[config.mk]
export PLATFORM = sky130hd
export DESIGN_NAME = ptm_timer
export DESIGN_NICKNAME = d
export VERILOG_FILES = /design/src/ptm_pkg.sv /design/src/ptm_sync.sv /design/src/ptm_prescale.sv /design/src/ptm_timer.sv
export SDC_FILE = /design/constraint.sdc
export NUM_CORES = 1
export LEC_CHECK = 0
export BUFFER_PORTS_ARGS = -buffer_cell sky130_fd_sc_hd__clkbuf_2
export CORE_ASPECT_RATIO = 0.75
export CORE_MARGIN = 4
export CORE_UTILIZATION = 45
export CTS_CLUSTER_DIAMETER = 30
export DETAILED_ROUTE_END_ITERATION = 6
export PLACE_DENSITY = 0.7
export SLEW_MARGIN = 20
export SYNTH_ARGS = -nofsm -noshare
export SYNTH_HDL_FRONTEND = slang
export SYNTH_HIERARCHICAL = 1
export SYNTH_SLANG_ARGS = --single-unit
[constraint.sdc]
create_clock -name clock -period 2.6 [get_ports clock]
set_input_delay 0.26 -clock clock [delete_from_list [all_inputs] [get_ports clock]]
set_output_delay 0.26 -clock clock [all_outputs]
set_load 0.01 [all_outputs]
[src/ptm_pkg.sv]
// Package with register map, field layout and reset values of the paired timer
package ptm_pkg;
    localparam int unsigned CNT_W    = 16;
    localparam int unsigned APB_AW   = 18;
    localparam int unsigned PS_W     = 8;
    // Register indices; byte address is four times the index
    localparam logic [15:0] IDX_LOW_COUNT  = 16'h0106;
    localparam logic [15:0] IDX_HIGH_HOLD  = 16'h0108;
    localparam logic [15:0] IDX_HIGH_COUNT = 16'h010A;
    localparam logic [15:0] IDX_PERIOD_LOW = 16'h010C;
    localparam logic [15:0] IDX_PERIOD_HI  = 16'h010E;
    localparam logic [15:0] IDX_CTRL_LOW   = 16'h0110;
    localparam logic [15:0] IDX_CTRL_HIGH  = 16'h0112;
    localparam logic [15:0] IDX_IRQ_STATUS = 16'h0114;
    localparam logic [15:0] IDX_IRQ_MASK   = 16'h0116;
    // Control field positions
    localparam int unsigned ON_BIT   = 15;
    localparam int unsigned IDLE_BIT = 13;
    localparam int unsigned GATE_BIT = 6;
    localparam int unsigned PS_HI    = 5;
    localparam int unsigned PS_LO    = 4;
    localparam int unsigned CASC_BIT = 3;
    localparam int unsigned CS_BIT   = 1;
    // Implemented control bits
    localparam logic [15:0] CTRL_LOW_MASK  = 16'hA07A;
    localparam logic [15:0] CTRL_HIGH_MASK = 16'hA072;
    // Reset values
    localparam logic [15:0] PERIOD_RST = 16'hFFFF;
    localparam logic [15:0] CTRL_RST   = 16'h0000;
    localparam logic [15:0] CNT_ZERO   = 16'h0000;
    localparam logic [15:0] CNT_ONE    = 16'h0001;
    localparam logic [15:0] CNT_MAX    = 16'hFFFF;
    // Prescaler terminal counts for divide by 1, 8, 64, 256
    localparam logic [7:0]  PS_TC1   = 8'h00;
    localparam logic [7:0]  PS_TC8   = 8'h07;
    localparam logic [7:0]  PS_TC64  = 8'h3F;
    localparam logic [7:0]  PS_TC256 = 8'hFF;
    // Interrupt status and mask layout
    localparam int unsigned ST_W    = 2;
    localparam int unsigned ST_LOW  = 0;
    localparam int unsigned ST_HIGH = 1;
endpackage

[src/ptm_sync.sv]
// Two-stage synchroniser for asynchronous pin inputs
module ptm_sync #(
    parameter int unsigned W = 1
) (
    input  wire logic         clock,
    input  wire logic         resetn,
    input  wire logic [W-1:0] din,
    output logic      [W-1:0] dout
);
    logic [W-1:0] meta_r;

    // First stage feeds only the second stage
    always_ff @(posedge clock or negedge resetn) begin
        if (!resetn) begin
            meta_r <= '0;
            dout   <= '0;
        end else begin
            meta_r <= din;
            dout   <= meta_r;
        end
    end
endmodule

[src/ptm_prescale.sv]
// Clock prescaler giving a one-cycle count enable every 1, 8, 64 or 256 source ticks
module ptm_prescale #(
    parameter bit SYNC_OUT = 1'b0
) (
    input  wire logic       clock,
    input  wire logic       resetn,
    input  wire logic       src_tick,
    input  wire logic       clear,
    input  wire logic [1:0] sel,
    output logic            tick_o
);
    logic [ptm_pkg::PS_W-1:0] count_r;
    wire  [ptm_pkg::PS_W-1:0] term;
    wire                      hit;
    wire  [ptm_pkg::PS_W-1:0] count_nxt;

    // Terminal count selection
    assign term = (sel == 2'h0) ? ptm_pkg::PS_TC1 :
                  (sel == 2'h1) ? ptm_pkg::PS_TC8 :
                  (sel == 2'h2) ? ptm_pkg::PS_TC64 : ptm_pkg::PS_TC256;
    assign hit       = src_tick && (count_r == term);
    assign count_nxt = clear ? '0 : (hit ? '0 : (src_tick ? count_r + 1'b1 : count_r));

    // Divider state
    always_ff @(posedge clock or negedge resetn) begin
        if (!resetn) begin
            count_r <= '0;
        end else begin
            count_r <= count_nxt;
        end
    end

    // Output either retimed to the internal clock or passed through
    generate
        if (SYNC_OUT) begin : g_sync
            logic tick_r;
            always_ff @(posedge clock or negedge resetn) begin
                if (!resetn) begin
                    tick_r <= 1'b0;
                end else begin
                    tick_r <= hit && !clear;
                end
            end
            // A tick retimed just before the timer was switched off must not land
            assign tick_o = tick_r && !clear;
        end else begin : g_direct
            assign tick_o = hit;
        end
    endgenerate
endmodule

[src/ptm_timer.sv]
// Paired 16-bit timer with 32-bit cascade, APB registers and interrupt
module ptm_timer (
    input  wire logic                        clock,
    input  wire logic                        resetn,
    input  wire logic                        psel,
    input  wire logic                        penable,
    input  wire logic                        pwrite,
    input  wire logic [ptm_pkg::APB_AW-1:0]  paddr,
    input  wire logic [31:0]                 pwdata,
    output logic      [31:0]                 prdata,
    output logic                             pready,
    output logic                             pslverr,
    input  wire logic                        ext_clk_low,
    input  wire logic                        ext_clk_high,
    input  wire logic                        gate_low,
    input  wire logic                        gate_high,
    input  wire logic                        cpu_idle,
    output logic      [ptm_pkg::CNT_W-1:0]   low_time_base,
    output logic      [ptm_pkg::CNT_W-1:0]   high_time_base,
    output logic                             adc_trigger,
    output logic                             irq
);
    ////////////////////////////////////////////////////////////////////////////
    logic [15:0]             timer_low_count_r;
    logic [15:0]             timer_high_count_r;
    logic [15:0]             timer_high_hold_r;
    logic [15:0]             period_low_r;
    logic [15:0]             period_high_r;
    logic [15:0]             timer_low_control_r;
    logic [15:0]             timer_high_control_r;
    logic [ptm_pkg::ST_W-1:0] irq_status_r;
    logic [ptm_pkg::ST_W-1:0] irq_mask_r;
    logic                    pready_r;
    logic                    pslverr_r;
    logic [31:0]             prdata_r;
    logic                    adc_r;
    logic                    irq_r;
    logic [1:0]              ext_prev_r;
    wire  [3:0]              pins_sync;

    ////////////////////////////////////////////////////////////////////////////
    // APB decode
    wire setup    = psel && !penable;
    wire rd_setup = setup && !pwrite;
    wire wr_acc   = psel && penable && pwrite && pready_r;
    wire sel_low   = (paddr == {ptm_pkg::IDX_LOW_COUNT, 2'b00});
    wire sel_hold  = (paddr == {ptm_pkg::IDX_HIGH_HOLD, 2'b00});
    wire sel_high  = (paddr == {ptm_pkg::IDX_HIGH_COUNT, 2'b00});
    wire sel_prl   = (paddr == {ptm_pkg::IDX_PERIOD_LOW, 2'b00});
    wire sel_prh   = (paddr == {ptm_pkg::IDX_PERIOD_HI, 2'b00});
    wire sel_ctl   = (paddr == {ptm_pkg::IDX_CTRL_LOW, 2'b00});
    wire sel_cth   = (paddr == {ptm_pkg::IDX_CTRL_HIGH, 2'b00});
    wire sel_st    = (paddr == {ptm_pkg::IDX_IRQ_STATUS, 2'b00});
    wire sel_msk   = (paddr == {ptm_pkg::IDX_IRQ_MASK, 2'b00});
    wire sel_any   = sel_low | sel_hold | sel_high | sel_prl | sel_prh |
                     sel_ctl | sel_cth | sel_st | sel_msk;
    wire wr_low    = wr_acc && sel_low;
    wire wr_high   = wr_acc && sel_high;
    wire rd_low    = rd_setup && sel_low;
    wire rd_status = rd_setup && sel_st;

    // Read data selection; unimplemented bits are zero
    wire [15:0] rd_mux = sel_low  ? timer_low_count_r :
                         sel_hold ? timer_high_hold_r :
                         sel_high ? timer_high_count_r :
                         sel_prl  ? period_low_r :
                         sel_prh  ? period_high_r :
                         sel_ctl  ? timer_low_control_r :
                         sel_cth  ? timer_high_control_r :
                         sel_st   ? {14'h0000, irq_status_r} :
                         sel_msk  ? {14'h0000, irq_mask_r} : 16'h0000;

    ////////////////////////////////////////////////////////////////////////////
    // Pin synchronisers for external clocks and gates
    ptm_sync #(.W(4)) u_sync (
        .clock  (clock),
        .resetn (resetn),
        .din    ({gate_high, gate_low, ext_clk_high, ext_clk_low}),
        .dout   (pins_sync)
    );

    // Previous synchronised external clock levels for edge detection
    always_ff @(posedge clock or negedge resetn) begin
        if (!resetn) begin
            ext_prev_r <= 2'b00;
        end else begin
            ext_prev_r <= pins_sync[1:0];
        end
    end

    ////////////////////////////////////////////////////////////////////////////
    // Control fields
    wire        casc = timer_low_control_r[ptm_pkg::CASC_BIT];
    wire [15:0] ctl  = timer_low_control_r;
    wire [15:0] cth  = timer_high_control_r;
    wire [1:0]  ext_rise = pins_sync[1:0] & ~ext_prev_r;

    // Source ticks: instruction cycle or external edge, gated, on and idle stop
    wire run_l  = ctl[ptm_pkg::ON_BIT] && !(cpu_idle && ctl[ptm_pkg::IDLE_BIT]);
    wire run_h  = cth[ptm_pkg::ON_BIT] && !(cpu_idle && cth[ptm_pkg::IDLE_BIT]);
    wire gok_l  = !(ctl[ptm_pkg::GATE_BIT] && !ctl[ptm_pkg::CS_BIT]) || pins_sync[2];
    wire gok_h  = !(cth[ptm_pkg::GATE_BIT] && !cth[ptm_pkg::CS_BIT]) || pins_sync[3];
    wire src_l  = run_l && gok_l && (ctl[ptm_pkg::CS_BIT] ? ext_rise[0] : 1'b1);
    wire src_h  = run_h && gok_h && (cth[ptm_pkg::CS_BIT] ? ext_rise[1] : 1'b1);
    wire tick_l;
    wire tick_h;

    // Low prescaler is retimed, high is not
    ptm_prescale #(.SYNC_OUT(1'b1)) u_ps_low (
        .clock    (clock),
        .resetn   (resetn),
        .src_tick (src_l),
        .clear    (!ctl[ptm_pkg::ON_BIT]),
        .sel      (ctl[ptm_pkg::PS_HI:ptm_pkg::PS_LO]),
        .tick_o   (tick_l)
    );
    ptm_prescale #(.SYNC_OUT(1'b0)) u_ps_high (
        .clock    (clock),
        .resetn   (resetn),
        .src_tick (src_h && !casc),
        .clear    (!cth[ptm_pkg::ON_BIT]),
        .sel      (cth[ptm_pkg::PS_HI:ptm_pkg::PS_LO]),
        .tick_o   (tick_h)
    );

    ////////////////////////////////////////////////////////////////////////////
    // Count next values
    wire match_l  = (timer_low_count_r == period_low_r);
    wire match_h  = (timer_high_count_r == period_high_r);
    wire match32  = match_l && match_h;
    wire wrap_l   = casc ? match32 : match_l;
    wire carry_l  = (timer_low_count_r == ptm_pkg::CNT_MAX);
    wire [15:0] low_inc  = timer_low_count_r + ptm_pkg::CNT_ONE;
    wire [15:0] high_inc = timer_high_count_r + ptm_pkg::CNT_ONE;
    wire [15:0] low_nxt  = wr_low ? pwdata[15:0] :
                           tick_l ? (wrap_l ? ptm_pkg::CNT_ZERO : low_inc) :
                           timer_low_count_r;
    // High half: own tick when split, carry of low half when cascaded
    wire [15:0] high_cas = (tick_l && match32) ? ptm_pkg::CNT_ZERO :
                           (tick_l && carry_l) ? high_inc : timer_high_count_r;
    wire [15:0] high_ind = tick_h ? (match_h ? ptm_pkg::CNT_ZERO : high_inc) :
                           timer_high_count_r;
    wire [15:0] high_nxt = wr_high ? pwdata[15:0] :
                           (casc && wr_low) ? timer_high_hold_r :
                           casc ? high_cas : high_ind;

    // Period match events
    wire ev_low  = !casc && tick_l && match_l && !wr_low;
    wire ev_high = casc ? (tick_l && match32 && !wr_low) :
                          (tick_h && match_h && !wr_high);
    wire [ptm_pkg::ST_W-1:0] ev_vec = {ev_high, ev_low};
    // Set wins over a read clear in the same cycle
    wire [ptm_pkg::ST_W-1:0] status_nxt = (rd_status ? '0 : irq_status_r) | ev_vec;
    wire [ptm_pkg::ST_W-1:0] mask_nxt   = (wr_acc && sel_msk) ?
                                          pwdata[ptm_pkg::ST_W-1:0] : irq_mask_r;

    ////////////////////////////////////////////////////////////////////////////
    // Counters and hold register
    always_ff @(posedge clock or negedge resetn) begin
        if (!resetn) begin
            timer_low_count_r  <= ptm_pkg::CNT_ZERO;
            timer_high_count_r <= ptm_pkg::CNT_ZERO;
            timer_high_hold_r  <= ptm_pkg::CNT_ZERO;
        end else begin
            timer_low_count_r  <= low_nxt;
            timer_high_count_r <= high_nxt;
            if (rd_low) begin
                timer_high_hold_r <= timer_high_count_r;
            end else if (wr_acc && sel_hold) begin
                timer_high_hold_r <= pwdata[15:0];
            end
        end
    end

    // Period and control registers
    always_ff @(posedge clock or negedge resetn) begin
        if (!resetn) begin
            period_low_r         <= ptm_pkg::PERIOD_RST;
            period_high_r        <= ptm_pkg::PERIOD_RST;
            timer_low_control_r  <= ptm_pkg::CTRL_RST;
            timer_high_control_r <= ptm_pkg::CTRL_RST;
        end else begin
            if (wr_acc && sel_prl) period_low_r <= pwdata[15:0];
            if (wr_acc && sel_prh) period_high_r <= pwdata[15:0];
            if (wr_acc && sel_ctl) begin
                timer_low_control_r <= pwdata[15:0] & ptm_pkg::CTRL_LOW_MASK;
            end
            if (wr_acc && sel_cth) begin
                timer_high_control_r <= pwdata[15:0] & ptm_pkg::CTRL_HIGH_MASK;
            end
        end
    end

    // Interrupt status, mask, outputs
    always_ff @(posedge clock or negedge resetn) begin
        if (!resetn) begin
            irq_status_r <= '0;
            irq_mask_r   <= '0;
            irq_r        <= 1'b0;
            adc_r        <= 1'b0;
        end else begin
            irq_status_r <= status_nxt;
            irq_mask_r   <= mask_nxt;
            irq_r        <= |(status_nxt & mask_nxt);
            adc_r        <= casc ? ev_high : ev_low;
        end
    end

    // APB answer: data and ready prepared in the setup cycle
    always_ff @(posedge clock or negedge resetn) begin
        if (!resetn) begin
            pready_r  <= 1'b0;
            pslverr_r <= 1'b0;
            prdata_r  <= 32'h0000_0000;
        end else begin
            pready_r  <= setup;
            pslverr_r <= setup && !sel_any;
            if (rd_setup) prdata_r <= {16'h0000, rd_mux};
        end
    end

    // Time base outputs straight from the count registers
    assign low_time_base  = timer_low_count_r;
    assign high_time_base = timer_high_count_r;
    assign adc_trigger    = adc_r;
    assign irq            = irq_r;
    assign prdata         = prdata_r;
    assign pready         = pready_r;
    assign pslverr        = pslverr_r;
endmodule

-- Yosys cells after proc, flatten, opt, wreduce, memory -nomap -nowiden
Cells that the tools add are included.
- add/subtract/negate cells: 4
- equal/unequal tests: 21
- mux-type cells: 40
- bitwise logic cells: 12
- reductions and logical operators: 62
- operators with widths (cell ; number):
    $mux 16 ; 19
    $eq 18x11->1 const B ; 9
    $mux 8 ; 12
    $logic_and 1x1->1 ; 41
    $add 16x1->16 const B ; 2
    $eq 16x16->1 ; 2
    $add 8x1->8 const B ; 2
    $eq 16x16->1 const B ; 1
    $eq 8x8->1 ; 2
    $logic_not 1->1 ; 12
    $mux 2 ; 4
    $or 1x1->1 ; 8
    $ne 3x1->1 const B ; 2
    $mux 1 ; 5
    $ne 5x1->1 const B ; 1
    $and 2x2->2 ; 2
    $eq 2x1->1 const B ; 2
    $eq 2x2->1 const B ; 2
    $logic_not 2->1 ; 2
    $reduce_bool 2->1 ; 2
    $reduce_bool 4->1 ; 1
    $logic_or 1x1->1 ; 2
    $not 2->2 ; 1
    $or 2x2->2 ; 1
    2 further kinds ; 2
- flip-flop bits (word level): 144
- input port bits: 60
- output and inout bits: 68
- word-level logic and storage cells: 159

-- Depth between registers and ports, before layout
Gate-level depths: netlist of the first run.
- depth in word-level cells: 14
- depth in mapped cells: 11
- mapped depth without buffers: 10

-- Cells and area by module
Netlist of the first run, hierarchy kept.
- modules (own cells, without submodules) (module ; instances ; cells an instance ; area each (um^2) ; seq. area each (um^2)):
    ptm_timer ; 1 ; 777 ; 7402.1 ; 3017.9
    ptm_prescale (u_ps_low) ; 1 ; 53 ; 533.0 ; 225.2
    ptm_prescale (u_ps_high) ; 1 ; 51 ; 493.0 ; 200.2
    ptm_sync ; 1 ; 8 ; 200.2 ; 200.2

-- Worst setup path after synthesis of the first run
No wires, ideal clock.
- kind: register to register
- start point: register timer_high_control_r[1], in the netlist cth[1]
- end point: register timer_high_count_r[2], in the netlist high_time_base[2]
- arrival: 2686 ps
- required time: 2462 ps
- path slack: -223 ps
- stages on the path, launching flop included: 10
- path buffers: 0
- path through: dfrtp_1 > a21oi_1 > a31oi_1 > a2111oi_0 > o221a_2 > nor2b_1 > a2111oi_4 > or2_4 > a221oi_2 > o22ai_1
- word-level cells in the longest chain between the ends: 10
- elaborated cells between the ends (all ways): 11
- those cells by class: mux (1); reduce/logical (10)
- ends and longest elaborated chain (what ; RTL line ; source):
    from (decl) ; ptm_timer.sv:30 ; logic [15:0] timer_high_control_r;
    from (signal assigned) ; ptm_timer.sv:181 ; timer_high_control_r <= ptm_pkg::CTRL_RST;
    from (signal assigned) ; ptm_timer.sv:189 ; timer_high_control_r <= pwdata[15:0] & ptm_pkg::CTRL_HIGH_MASK;
    $logic_not 1->1 ; ptm_timer.sv:102 ; wire gok_h = !(cth[ptm_pkg::GATE_BIT] && !cth[ptm_pkg::CS_BIT]) || pins_sync[3];
    $logic_and 1x1->1 ; ptm_timer.sv:102 ;
    $logic_not 1->1 ; ptm_timer.sv:102 ;
    $logic_or 1x1->1 ; ptm_timer.sv:102 ;
    $logic_and 1x1->1 ; ptm_timer.sv:104 ; wire src_h = run_h && gok_h && (cth[ptm_pkg::CS_BIT] ? ext_rise[1] : 1'b1);
    $logic_and 1x1->1 * ; ptm_timer.sv:104 ;
    $logic_and 1x1->1 * ; ptm_timer.sv:120 ; .src_tick (src_h && !casc),
    $logic_and 1x1->1 * ; ptm_prescale.sv:21 ; assign hit = src_tick && (count_r == term);
    via tick_h ; ptm_timer.sv:106 ; wire tick_h;
    $reduce_bool 4->1 (no source line) * ; - ;
    $reduce_and 2->1 (no source line) * ; - ;
    to (signal assigned) ; ptm_timer.sv:162 ; timer_high_count_r <= ptm_pkg::CNT_ZERO;
    to (signal assigned) ; ptm_timer.sv:166 ; timer_high_count_r <= high_nxt;
    to (decl) ; ptm_timer.sv:25 ; logic [15:0] timer_high_count_r;
Mark *: on every way through the listed nets, which the timed path passes. The rest lies on a longest branch.
A chain may end at the register's enable or synchronous reset.

-- Worst setup path in the final report of the first run
- start point: register timer_high_control_r[5], in the netlist cth[5]
- end point: register timer_high_count_r[2], in the netlist high_time_base[2]
- word-level cells in the longest chain between the ends: 8
- elaborated cells between the ends (all ways): 10
- those cells by class: eq/ne (3); mux (3); reduce/logical (4)
- ends and longest elaborated chain (what ; RTL line ; source):
    $eq 2x2->1 ; ptm_prescale.sv:20 ; (sel == 2'h2) ? ptm_pkg::PS_TC64 : ptm_pkg::PS_TC256;
    $mux 8 ; ptm_prescale.sv:20 ;
    $mux 8 ; ptm_prescale.sv:19 ; (sel == 2'h1) ? ptm_pkg::PS_TC8 :
    $mux 8 * ; ptm_prescale.sv:18 ; assign term = (sel == 2'h0) ? ptm_pkg::PS_TC1 :
    $eq 8x8->1 * ; ptm_prescale.sv:21 ;
    $logic_and 1x1->1 * ; ptm_prescale.sv:21 ;
    via tick_h ; ptm_timer.sv:106 ;
    $reduce_bool 4->1 (no source line) * ; - ;
    $reduce_and 2->1 (no source line) * ; - ;
Marked as above.

==> impl_metrics.env, run 1 <==
export IMPL_overflow=0
export IMPL_final_net_count=1103
export IMPL_async_flop_share_pct=100
export IMPL_max_cap_violations=0
export IMPL_outcome="finished, final reports clean"
export IMPL_io_pins=128
export IMPL_ys_flop_type="dfrtp_1"
export IMPL_ys_seq_area_share_pct=42.2
export IMPL_multi_input_area_sq_um=4640
export IMPL_wl_mm=28.4
export IMPL_fin_skew_ps=8.23
export IMPL_die_w_um=168
export IMPL_cts_root_buf="clkbuf_16"
export IMPL_vias=7826
export IMPL_htree_levels=4
export IMPL_antenna_left=0
export IMPL_via_per_inst=6.02
export IMPL_hold_viol_final=0
export IMPL_diodes=0
export IMPL_drtIter0Drc=1045
export IMPL_gp_congestion=0.984
export IMPL_detail_route_first_pass_iterations=5
export IMPL_rows=43
export IMPL_final_cells=1299
export IMPL_path_max_fanout=6
export IMPL_hold_class="primary input to flop"
export IMPL_worst_setup_path_type="flop to flop"
export IMPL_setup_violations_final=0
export IMPL_dp_cells=1255
export IMPL_place_area_sq_um=9690
export IMPL_p_total_w=0.00660
export IMPL_n_fill_cell=1669
export IMPL_die_area_sq_um=21500
export IMPL_fin_crit_sh_pct=96.7
export IMPL_syn_area_per_cell_sq_um=9.71
export IMPL_fmax_mhz=398
export IMPL_antenna_found_initial=0
export IMPL_cts_tree="yes"
export IMPL_p_leak_nw=4.56
export IMPL_grtUsageTotal_pct=26.2
export IMPL_dpl_hpwl_mm=20.9
export IMPL_fin_crit_ps=2520
export IMPL_drc=0
export IMPL_relSlewSlack_pct=44.3
export IMPL_power_density_nw_per_um2=632
export IMPL_synthToLayoutAreaGrowth_pct=21.1
export IMPL_start_kind="flop"
export IMPL_worstPathRequired_ps=2910
export IMPL_yosys_warnings=6
export IMPL_ir_drop_mv=0.379
export IMPL_postLayoutCellArea_sq_um=10400
export IMPL_clockBufferDepth=2
export IMPL_die_h_um=128
export IMPL_grt_start_max_net_pins=60
export IMPL_tightestPinTransition_ps=832
export IMPL_grt_pass1_vias=7353
export IMPL_cts_sinks=144
export IMPL_ys_ff_latch=144
export IMPL_drv_slew=0
export IMPL_cp_data_arrival_time_ps=2820
export IMPL_path_clk_slew_ps=60
export IMPL_fp_coreArea_sq_um=18700
export IMPL_grt_pass1_wl_mm=43.5
export IMPL_setup_worst_path_end_class="flop"
export IMPL_drive_gt1_share_pct=31.2
export IMPL_initial_core_util_pct=46.2
export IMPL_wl_per_cell_um=21.9
export IMPL_synth_cell_types=89
export IMPL_io_buffers=95
export IMPL_clk_latency_ps=440
export IMPL_cts_made_buffers=17
export IMPL_synth_edf_count=0
export IMPL_netlist_area_sq_um=8630
export IMPL_ff_latch_area_sq_um=3640
export IMPL_syn_instance_count=889
==> state kept, by name (all words and copies together) (netlist names), 4 cells and up <==
| register | cells |
|---|---|
| high_time_base | 16 |
| low_time_base | 16 |
| period_high_r | 16 |
| period_low_r | 16 |
| prdata | 16 |
| timer_high_hold_r | 16 |
| u_ps_high/count_r | 8 |
| u_ps_low/count_r | 8 |
| ctl | 7 |
| cth | 6 |
| u_sync/dout | 4 |
| u_sync/meta_r | 4 |
==> cell usage after synthesis (4+ instances only) <==
library cell,instances,area [sq um]
o21ai_1,22,110
nand3_1,17,85.1
nand4_1,16,100
or4_1,9,67.6
xor2_1,24,210
and3_1,20,125
clkbuf_1,21,78.8
a22oi_1,23,173
buf_4,22,165
a21oi_1,43,215
dfrtp_1,112,2800
a211oi_1,12,90.1
mux2_2,44,495
buf_2,15,75.1
nor4b_1,4,35.0
nor3_1,14,70.1
o31ai_1,5,37.5
o21ai_0,60,300
dfstp_2,32,841
inv_1,19,71.3
or3_1,7,43.8
nor2_1,70,263
a211o_1,4,35.0
nor2b_1,11,68.8
a221oi_1,12,105
a31oi_1,5,31.3
ha_1,4,50.1
and2_1,4,25.0
nor4_1,14,87.6
buf_6,6,67.6
mux2i_1,20,200
nand2_1,71,267
and4_1,5,43.8
o22ai_1,4,25.0
xnor2_1,25,219
o2111ai_1,4,35.0
o21a_1,8,60.1
==> worst max-delay path, cell delays in order, from the launching register on <==
cell and delay (ps):
dfrtp_2 440, buf_4 150, or3b_1 380, a21oi_2 230
o221a_4 240, nor2b_4 140, buf_6 130, a211oi_4 50
or2_4 290, a221oi_2 240, o22ai_1 90
==> layout make-up <==
type	count	share of cell area, %
repair buffers	183	11.4
clock inverters	14	1.50
well taps	247	2.96
inverters	19	0.683
multi-input cells	674	44.4
flip-flops and latches	144	34.9
clock buffers	18	4.20
==> stage by stage <==
stage / setup TNS, ps / setup WS (ps) / hold slack, ps / utilization, %
6_report: 0 / 84.7 / 140 / 56.0
5_1_grt: -7.36 / -7.36 / 156 / 56.0
4_1_cts: 0 / 4.42 / 121 / 55.4
3_5_place_dp: 0 / 22.2 / 279 / 51.9
3_3_place_gp: 0 / 56.4 / 280 / 51.9
2_1_floorplan: 0 / 117 / -35.6 / -
==> where the power goes <==
group          internal, W  total [W]  switching [W]
registers          0.00243    0.00270       0.000266
clock network      0.00145    0.00251        0.00105
logic             0.000596    0.00140       0.000801
==> cell usage in the layout (no fill, tap or decap), types with 11 or more instances in the layout <==
cell	count
nand3_1	17
mux2i_1	20
a221oi_1	12
inv_1	19
mux2_2	44
xor2_1	24
clkbuf_2	94
a211oi_1	11
nor2_1	70
nand4_1	16
conb_1	16
buf_4	78
dfrtp_1	111
nand2_1	71
nor3_1	14
o21ai_0	60
nor4_1	12
xnor2_1	25
and3_1	20
clkbuf_16	17
a21oi_1	42
dfstp_2	32
o21ai_1	22
a22oi_1	23
==> path summary, 6_finish.rpt <==
path                             startpoint                  to  slack, ps  cells after the start
hold / removal                   pwdata[14]  high_time_base[14]        140                      3
min in group asynchronous            resetn   low_time_base[10]        380                      2
max in group asynchronous            resetn    period_high_r[4]       1410                      3
setup / recovery                     cth[5]   high_time_base[2]         80                     10
hold reg to reg            u_sync/meta_r[2]      u_sync/dout[2]        350                      0
setup reg to reg                     cth[5]   high_time_base[2]         80                     10
==> metal layers <==
| metal | part of all wire, % | track usage [%] | routed length [um] | vias up |
|---|---|---|---|---|
| met5 | 0 | 0 | 0 | - |
| met4 | 1.6 | 6.97 | 460 | 0 |
| met3 | 11 | 7.00 | 3260 | 48 |
| met2 | 41 | 35.9 | 11700 | 434 |
| met1 | 46 | 40.6 | 13000 | 3784 |
| li1 | - | - | - | 3560 |
==> timing repair <==
| action | 4_1_cts | 5_1_grt |
|---|---|---|
| hold buffers | 5 | 0 |
| hold endpoints to repair | 40 | 0 |
| resized for setup | 0 | 13 |
| endpoints found under the setup margin | 0 | 26 |
| setup buffers | 0 | 7 |
==> kinds of logic after synthesis <==
kind of cell | after synthesis | share of synthesized area [%]
AND/OR/NAND/NOR | 300 | 19.6
AO/OA/AOI/OAI | 240 | 18.9
flip-flops | 144 | 42.2
buffers and inverters | 86 | 5.47
multiplexers | 64 | 8.06
XOR/XNOR | 50 | 5.16
adder cells (fa/ha/maj) | 4 | 0.580
other | 1 | 0.0435
(Power assumes the default switching activity.)
==> inputs of run 2 (changes only) <==
--- a/config.mk
+++ b/config.mk
@@ -5,13 +5,14 @@
 export SDC_FILE = /design/constraint.sdc
 export NUM_CORES = 1
 export LEC_CHECK = 0
-export BUFFER_PORTS_ARGS = -buffer_cell sky130_fd_sc_hd__clkbuf_2
 export CORE_ASPECT_RATIO = 0.75
 export CORE_MARGIN = 4
 export CORE_UTILIZATION = 45
 export CTS_CLUSTER_DIAMETER = 30
 export DETAILED_ROUTE_END_ITERATION = 6
-export PLACE_DENSITY = 0.7
+export DONT_BUFFER_PORTS = 1
+export PLACE_DENSITY = 0.64
+export SETUP_SLACK_MARGIN = 0.5
 export SLEW_MARGIN = 20
 export SYNTH_ARGS = -nofsm -noshare
 export SYNTH_HDL_FRONTEND = slang
==> constraint.sdc (replaced) <==
create_clock -name clock -period 2 [get_ports clock]
set_input_delay 0.2 -clock clock [delete_from_list [all_inputs] [get_ports clock]]
set_output_delay 0.2 -clock clock [all_outputs]
set_load 0.01 [all_outputs]
==> run 2 against run 1 <==
Net effect:
- the run now ends with hold timing, setup timing left
- routed wire length up 16%
- sequential share of layout area fell by 6.1 points
- critical path type unchanged
- sequential cell count is the same
- sequential power grew 29%
- critical path depth unchanged
- count of clock-buffer cells in the layout unchanged
- clock skew rose by 1.1 ps
==> impl_metrics.env, run 2 (same netlist as run 1, synthesis figures left out) <==
export IMPL_overflow=0
export IMPL_fp_coreArea_sq_um=18700
export IMPL_cts_sinks=144
export IMPL_setup_violations_final=35
export IMPL_htree_levels=4
export IMPL_setup_tns_ps=-10920
export IMPL_crit_buf_inv=2
export IMPL_cts_tree="yes"
export IMPL_max_stage_delay_ps=420
export IMPL_cpMaxStageDelayCell="dfrtp_1"
export IMPL_detail_route_first_pass_iterations=6
export IMPL_ir_drop_mv=0.565
export IMPL_crit_chain="or3_1, a211oi_2, o221a_2, nor2b_4, a2111oi_4, buf_4, buf_6, a211oi_2, o21a_1, o21ai_1"
export IMPL_fmax_mhz=410
export IMPL_drive_gt1_share_pct=47.0
export IMPL_p_total_w=0.00912
export IMPL_p_leak_nw=5.44
export IMPL_ff_latch_area_sq_um=3650
export IMPL_dp_slack_ps=-388
export IMPL_die_w_um=168
export IMPL_fin_ws_ps=-438
export IMPL_wl_mm=33.0
export IMPL_worstPathRequired_ps=2320
export IMPL_n_fill_cell=1368
export IMPL_rrSetupSlack_ps=-440
export IMPL_via_per_inst=6.10
export IMPL_violations="hold timing, setup timing"
export IMPL_max_cap_violations=0
export IMPL_initial_core_util_pct=46.2
export IMPL_dpl_hpwl_mm=22.3
export IMPL_multi_input_area_sq_um=5660
export IMPL_wl_per_cell_um=23.7
export IMPL_io_buffers=0
export IMPL_gp_congestion=0.968
export IMPL_vias=8504
export IMPL_die_h_um=128
export IMPL_outcome="finished with violations"
export IMPL_power_density_nw_per_um2=718
export IMPL_fin_crit_sh_pct=122
export IMPL_io_pins=128
export IMPL_start_kind="flop"
export IMPL_clockBufferDepth=2
export IMPL_cp_data_arrival_time_ps=2760
export IMPL_cts_root_buf="clkbuf_16"
export IMPL_antenna_found_initial=3
export IMPL_hold_viol_final=144
export IMPL_drtIter0Drc=923
export IMPL_rows=43
export IMPL_final_net_count=1197
export IMPL_setup_worst_path_end_class="flop"
export IMPL_antenna_left=0
export IMPL_clk_latency_ps=440
export IMPL_die_area_sq_um=21500
export IMPL_fin_crit_ps=2440
export IMPL_hold_class="primary input to asynchronous set/reset pin"
export IMPL_drc=0
export IMPL_grt_pass1_vias=8174
export IMPL_dp_cells=1285
export IMPL_worst_setup_path_type="flop to flop"
export IMPL_fin_skew_ps=9.30
export IMPL_drv_slew=0
export IMPL_path_clk_slew_ps=60
export IMPL_final_cells=1394
export IMPL_layout_common_cells="200 x buf_4, 104 x dfrtp_1, 63 x nand2_1"
export IMPL_grt_start_max_net_pins=145
export IMPL_synthToLayoutAreaGrowth_pct=47.1
export IMPL_cp_common_cell="a211oi_2"
export IMPL_grt_pass1_wl_mm=49.3
export IMPL_cts_hold_buffers_added=22
export IMPL_rsz0062_at_grt="true"
export IMPL_hold_slack_ps=-545
export IMPL_path_max_fanout=4
export IMPL_cts_made_buffers=17
export IMPL_cp_top_family="compound AO/OA/AOI/OAI gates"
export IMPL_relSlewSlack_pct=52.1
export IMPL_grtUsageTotal_pct=29.8
export IMPL_tightestPinTransition_ps=715
export IMPL_final_common_cell="buf_4"
-- run 2: area by class of cell --
class | instances | share of cell area, %
antenna | 2 | 0.0394
clock buffer | 18 | 3.38
clock inverter | 13 | 1.02
inverter | 19 | 0.562
multi-input combinational | 676 | 44.6
sequential | 144 | 28.8
tap | 247 | 2.43
timing repair buffer | 275 | 19.2
-- run 2: power by group --
part | internal, W | switching, W
Clock | 0.00172 | 0.00138
Combinational | 0.00123 | 0.00131
Sequential | 0.00317 | 0.000300
Total | 0.00612 | 0.00299
-- run 2: path summary, 6_finish.rpt --
check,depth (start not counted),start,to
hold / removal,0,resetn,pready
max in group asynchronous,0,resetn,period_low_r[13]
min in group clock,3,pwdata[5],high_time_base[5]
hold reg to reg,0,u_sync/meta_r[1],u_sync/dout[1]
setup reg to reg,10,u_ps_high/count_r[4],high_time_base[7]
setup / recovery,10,u_ps_high/count_r[4],high_time_base[7]
-- run 2: per-layer routing --
layer	GRT usage, %	up-vias	part of all wire [%]
met3	8.85	70	12
met1	44.3	4193	43
met4	6.44	0	2.0
met2	43.1	486	43
li1	-	3755	-
met5	0	-	0
-- run 2: timing repair --
action                                 4_1_cts  5_1_grt
pin swaps                                   60       48
endpoints found under the hold margin      241      144
setup endpoints to repair                  110      129
gates resized for setup                    151       80
buffers inserted                            35       14
gates cloned                                 4        1
-- run 2: through the flow --
stage / hold slack, ps / utilization, % / area [sq um]
global placement: -86.5 / 56.0 / 10500
CTS: -542 / 65.3 / 12200
finish: -545 / 68.0 / 12700
floorplan: -95.6 / - / 8990
detailed placement: -86.1 / 56.0 / 10500
global route: -557 / 68.0 / 12700
==> inputs of run 3 (changes only) <==
--- a/config.mk
+++ b/config.mk
@@ -6,12 +6,11 @@
 export NUM_CORES = 1
 export LEC_CHECK = 0
 export CORE_ASPECT_RATIO = 0.75
-export CORE_MARGIN = 4
-export CORE_UTILIZATION = 45
+export CORE_UTILIZATION = 57
 export CTS_CLUSTER_DIAMETER = 30
 export DETAILED_ROUTE_END_ITERATION = 6
 export DONT_BUFFER_PORTS = 1
-export PLACE_DENSITY = 0.64
+export PLACE_DENSITY = 0.77
 export SETUP_SLACK_MARGIN = 0.5
 export SLEW_MARGIN = 20
 export SYNTH_ARGS = -nofsm -noshare
==> run 3 against run 2 <==
Net effect:
- the run still ends with hold timing, setup timing left
- core utilization up 19 points
- worst hold slack got worse by 14 ps
- total power up 3.0%
- register-to-register slack got worse by 270 ps
- fmax is 10% lower
- sequential power up 2%
- die area down 27%
- via count is 17% higher
- clock power increased by 2%
- global-route usage up 17 points
- critical path type unchanged
- largest cell class unchanged
- highest routed layer is now met5
==> impl_metrics.env, run 3 (same netlist as run 1, synthesis figures left out) <==
export IMPL_power_density_nw_per_um2=738
export IMPL_violations="hold timing, setup timing"
export IMPL_grt_pass1_wl_mm=53.0
export IMPL_hold_class="primary input to asynchronous set/reset pin"
export IMPL_fin_ws_ps=-711
export IMPL_antenna_found_initial=1
export IMPL_fin_crit_sh_pct=136
export IMPL_tightestPinTransition_ps=697
export IMPL_worst_setup_path_type="flop to flop"
export IMPL_gp_congestion=0.967
export IMPL_synthToLayoutAreaGrowth_pct=47.4
export IMPL_wl_mm=41.6
export IMPL_grtUsageTotal_pct=47.0
export IMPL_crit_buf_inv=3
export IMPL_dpl_hpwl_mm=21.0
export IMPL_cts_root_buf="clkbuf_16"
export IMPL_grt_pass1_vias=8949
export IMPL_vias=9961
export IMPL_place_area_sq_um=10300
export IMPL_hold_viol_final=144
export IMPL_p_total_w=0.00939
export IMPL_initial_core_util_pct=58.9
export IMPL_cts_made_buffers=17
export IMPL_final_common_cell="buf_4"
export IMPL_outcome="finished with violations"
export IMPL_detail_route_first_pass_iterations=7
export IMPL_htree_levels=4
export IMPL_clk_latency_ps=450
export IMPL_die_area_sq_um=15600
export IMPL_io_buffers=0
export IMPL_die_h_um=109
export IMPL_antenna_left=0
export IMPL_ir_drop_mv=0.955
export IMPL_fin_crit_ps=2710
export IMPL_cp_top_family="simple AND/OR/NAND/NOR gates"
export IMPL_relSlewSlack_pct=53.4
export IMPL_drtIter0Drc=2169
export IMPL_drv_slew=0
export IMPL_cts_hold_buffers_added=22
export IMPL_fmax_mhz=369
export IMPL_crit_chain="xnor2_2, nand4_1, or4_4, a21oi_4, buf_6, buf_12, buf_16, o21ai_2, a22oi_2, o21ai_1"
export IMPL_clockBufferDepth=2
export IMPL_grt_start_max_net_pins=145
export IMPL_layout_common_cells="202 x buf_4, 104 x dfrtp_1, 65 x nor2_1"
export IMPL_max_cap_violations=0
export IMPL_path_max_fanout=8
export IMPL_rows=38
export IMPL_cts_sinks=144
export IMPL_start_kind="flop"
export IMPL_postLayoutCellArea_sq_um=12700
export IMPL_fin_skew_ps=12.2
export IMPL_path_clk_slew_ps=70
export IMPL_rsz0062_at_grt="true"
export IMPL_wl_per_cell_um=30.8
export IMPL_cts_tree="yes"
export IMPL_cpMaxStageDelayCell="or4_4"
export IMPL_die_w_um=144
export IMPL_setup_worst_path_end_class="flop"
export IMPL_hold_slack_ps=-559
export IMPL_overflow=0
export IMPL_io_pins=128
export IMPL_via_per_inst=7.37
export IMPL_drive_gt1_share_pct=48.1
export IMPL_worstPathRequired_ps=2320
export IMPL_fp_coreArea_sq_um=14600
export IMPL_max_stage_delay_ps=620
export IMPL_cp_data_arrival_time_ps=3030
export IMPL_final_net_count=1201
export IMPL_p_leak_nw=5.46
export IMPL_drc=0
export IMPL_setup_violations_final=38
-- run 3: cell count changes in the layout (fill, tap and decap cells not counted), moves of 4 or more --
cell,change
a22oi_2,-4
o21ai_2,+10
inv_8,+4
a21oi_2,-4
a22oi_1,+4
nor2_1,+5
o21ai_1,-12
-- run 3: per-layer routing --
metal	global-route usage, %	wire length [um]	part of all wire (%)	vias up
met5	0	92	0.22	-
met3	18.4	7090	17	382
met1	61.4	14200	34	4739
li1	-	-	-	3757
met4	20.6	3200	7.7	4
met2	68.8	17000	41	1079
-- run 3: path summary, 6_finish.rpt --
path / start / endpoint / slack (ps) / depth (start not counted)
worst max-delay path: high_time_base[12] / low_time_base[2] / -710 / 10
worst min-delay path: resetn / u_ps_low/count_r[4] / -560 / 0
worst max register to register: high_time_base[12] / low_time_base[2] / -710 / 10
worst min register to register: u_sync/meta_r[3] / u_sync/dout[3] / 350 / 0
max in group asynchronous: resetn / period_low_r[11] / 2190 / 0
min in group clock: pwdata[10] / high_time_base[10] / 20 / 2
-- run 3: what timing repair did --
item	in CTS	in global routing
endpoints found under the hold margin	242	144
setup buffers	35	24
pin swaps	80	66
setup endpoints to repair	106	133
gates cloned	6	1
resized for setup	144	90
-- run 3: power breakdown --
group	switching, W	total [W]	internal, W
logic	0.00154	0.00267	0.00114
registers	0.000377	0.00355	0.00317
clock network	0.00153	0.00317	0.00164
total	0.00345	0.00939	0.00594
-- run 3: per-stage QoR --
stage	std cells	setup WS [ps]	utilization (%)	hold slack, ps	TNS [ps]
global placement	1230	-371	70.5	-93.3	-11530
global route	1350	-719	86.8	-570	-19520
floorplan	904	-320	-	-95.6	-6960
detailed placement	1230	-462	70.5	-93.4	-14200
finish	1352	-711	86.9	-559	-18740
CTS	1325	-425	82.6	-552	-11210
-- run 3: cell type report --
| class | instances | area [sq um] |
|---|---|---|
| Inverter | 19 | 71.3 |
| Tap cell | 200 | 250 |
| Fill cell | 638 | 1920 |
| Clock inverter | 14 | 125 |
| Sequential cell | 144 | 3650 |
| Multi-Input combinational cell | 677 | 5690 |
| Clock buffer | 18 | 429 |
| Antenna cell | 2 | 5.00 |
| Timing Repair Buffer | 278 | 2490 |
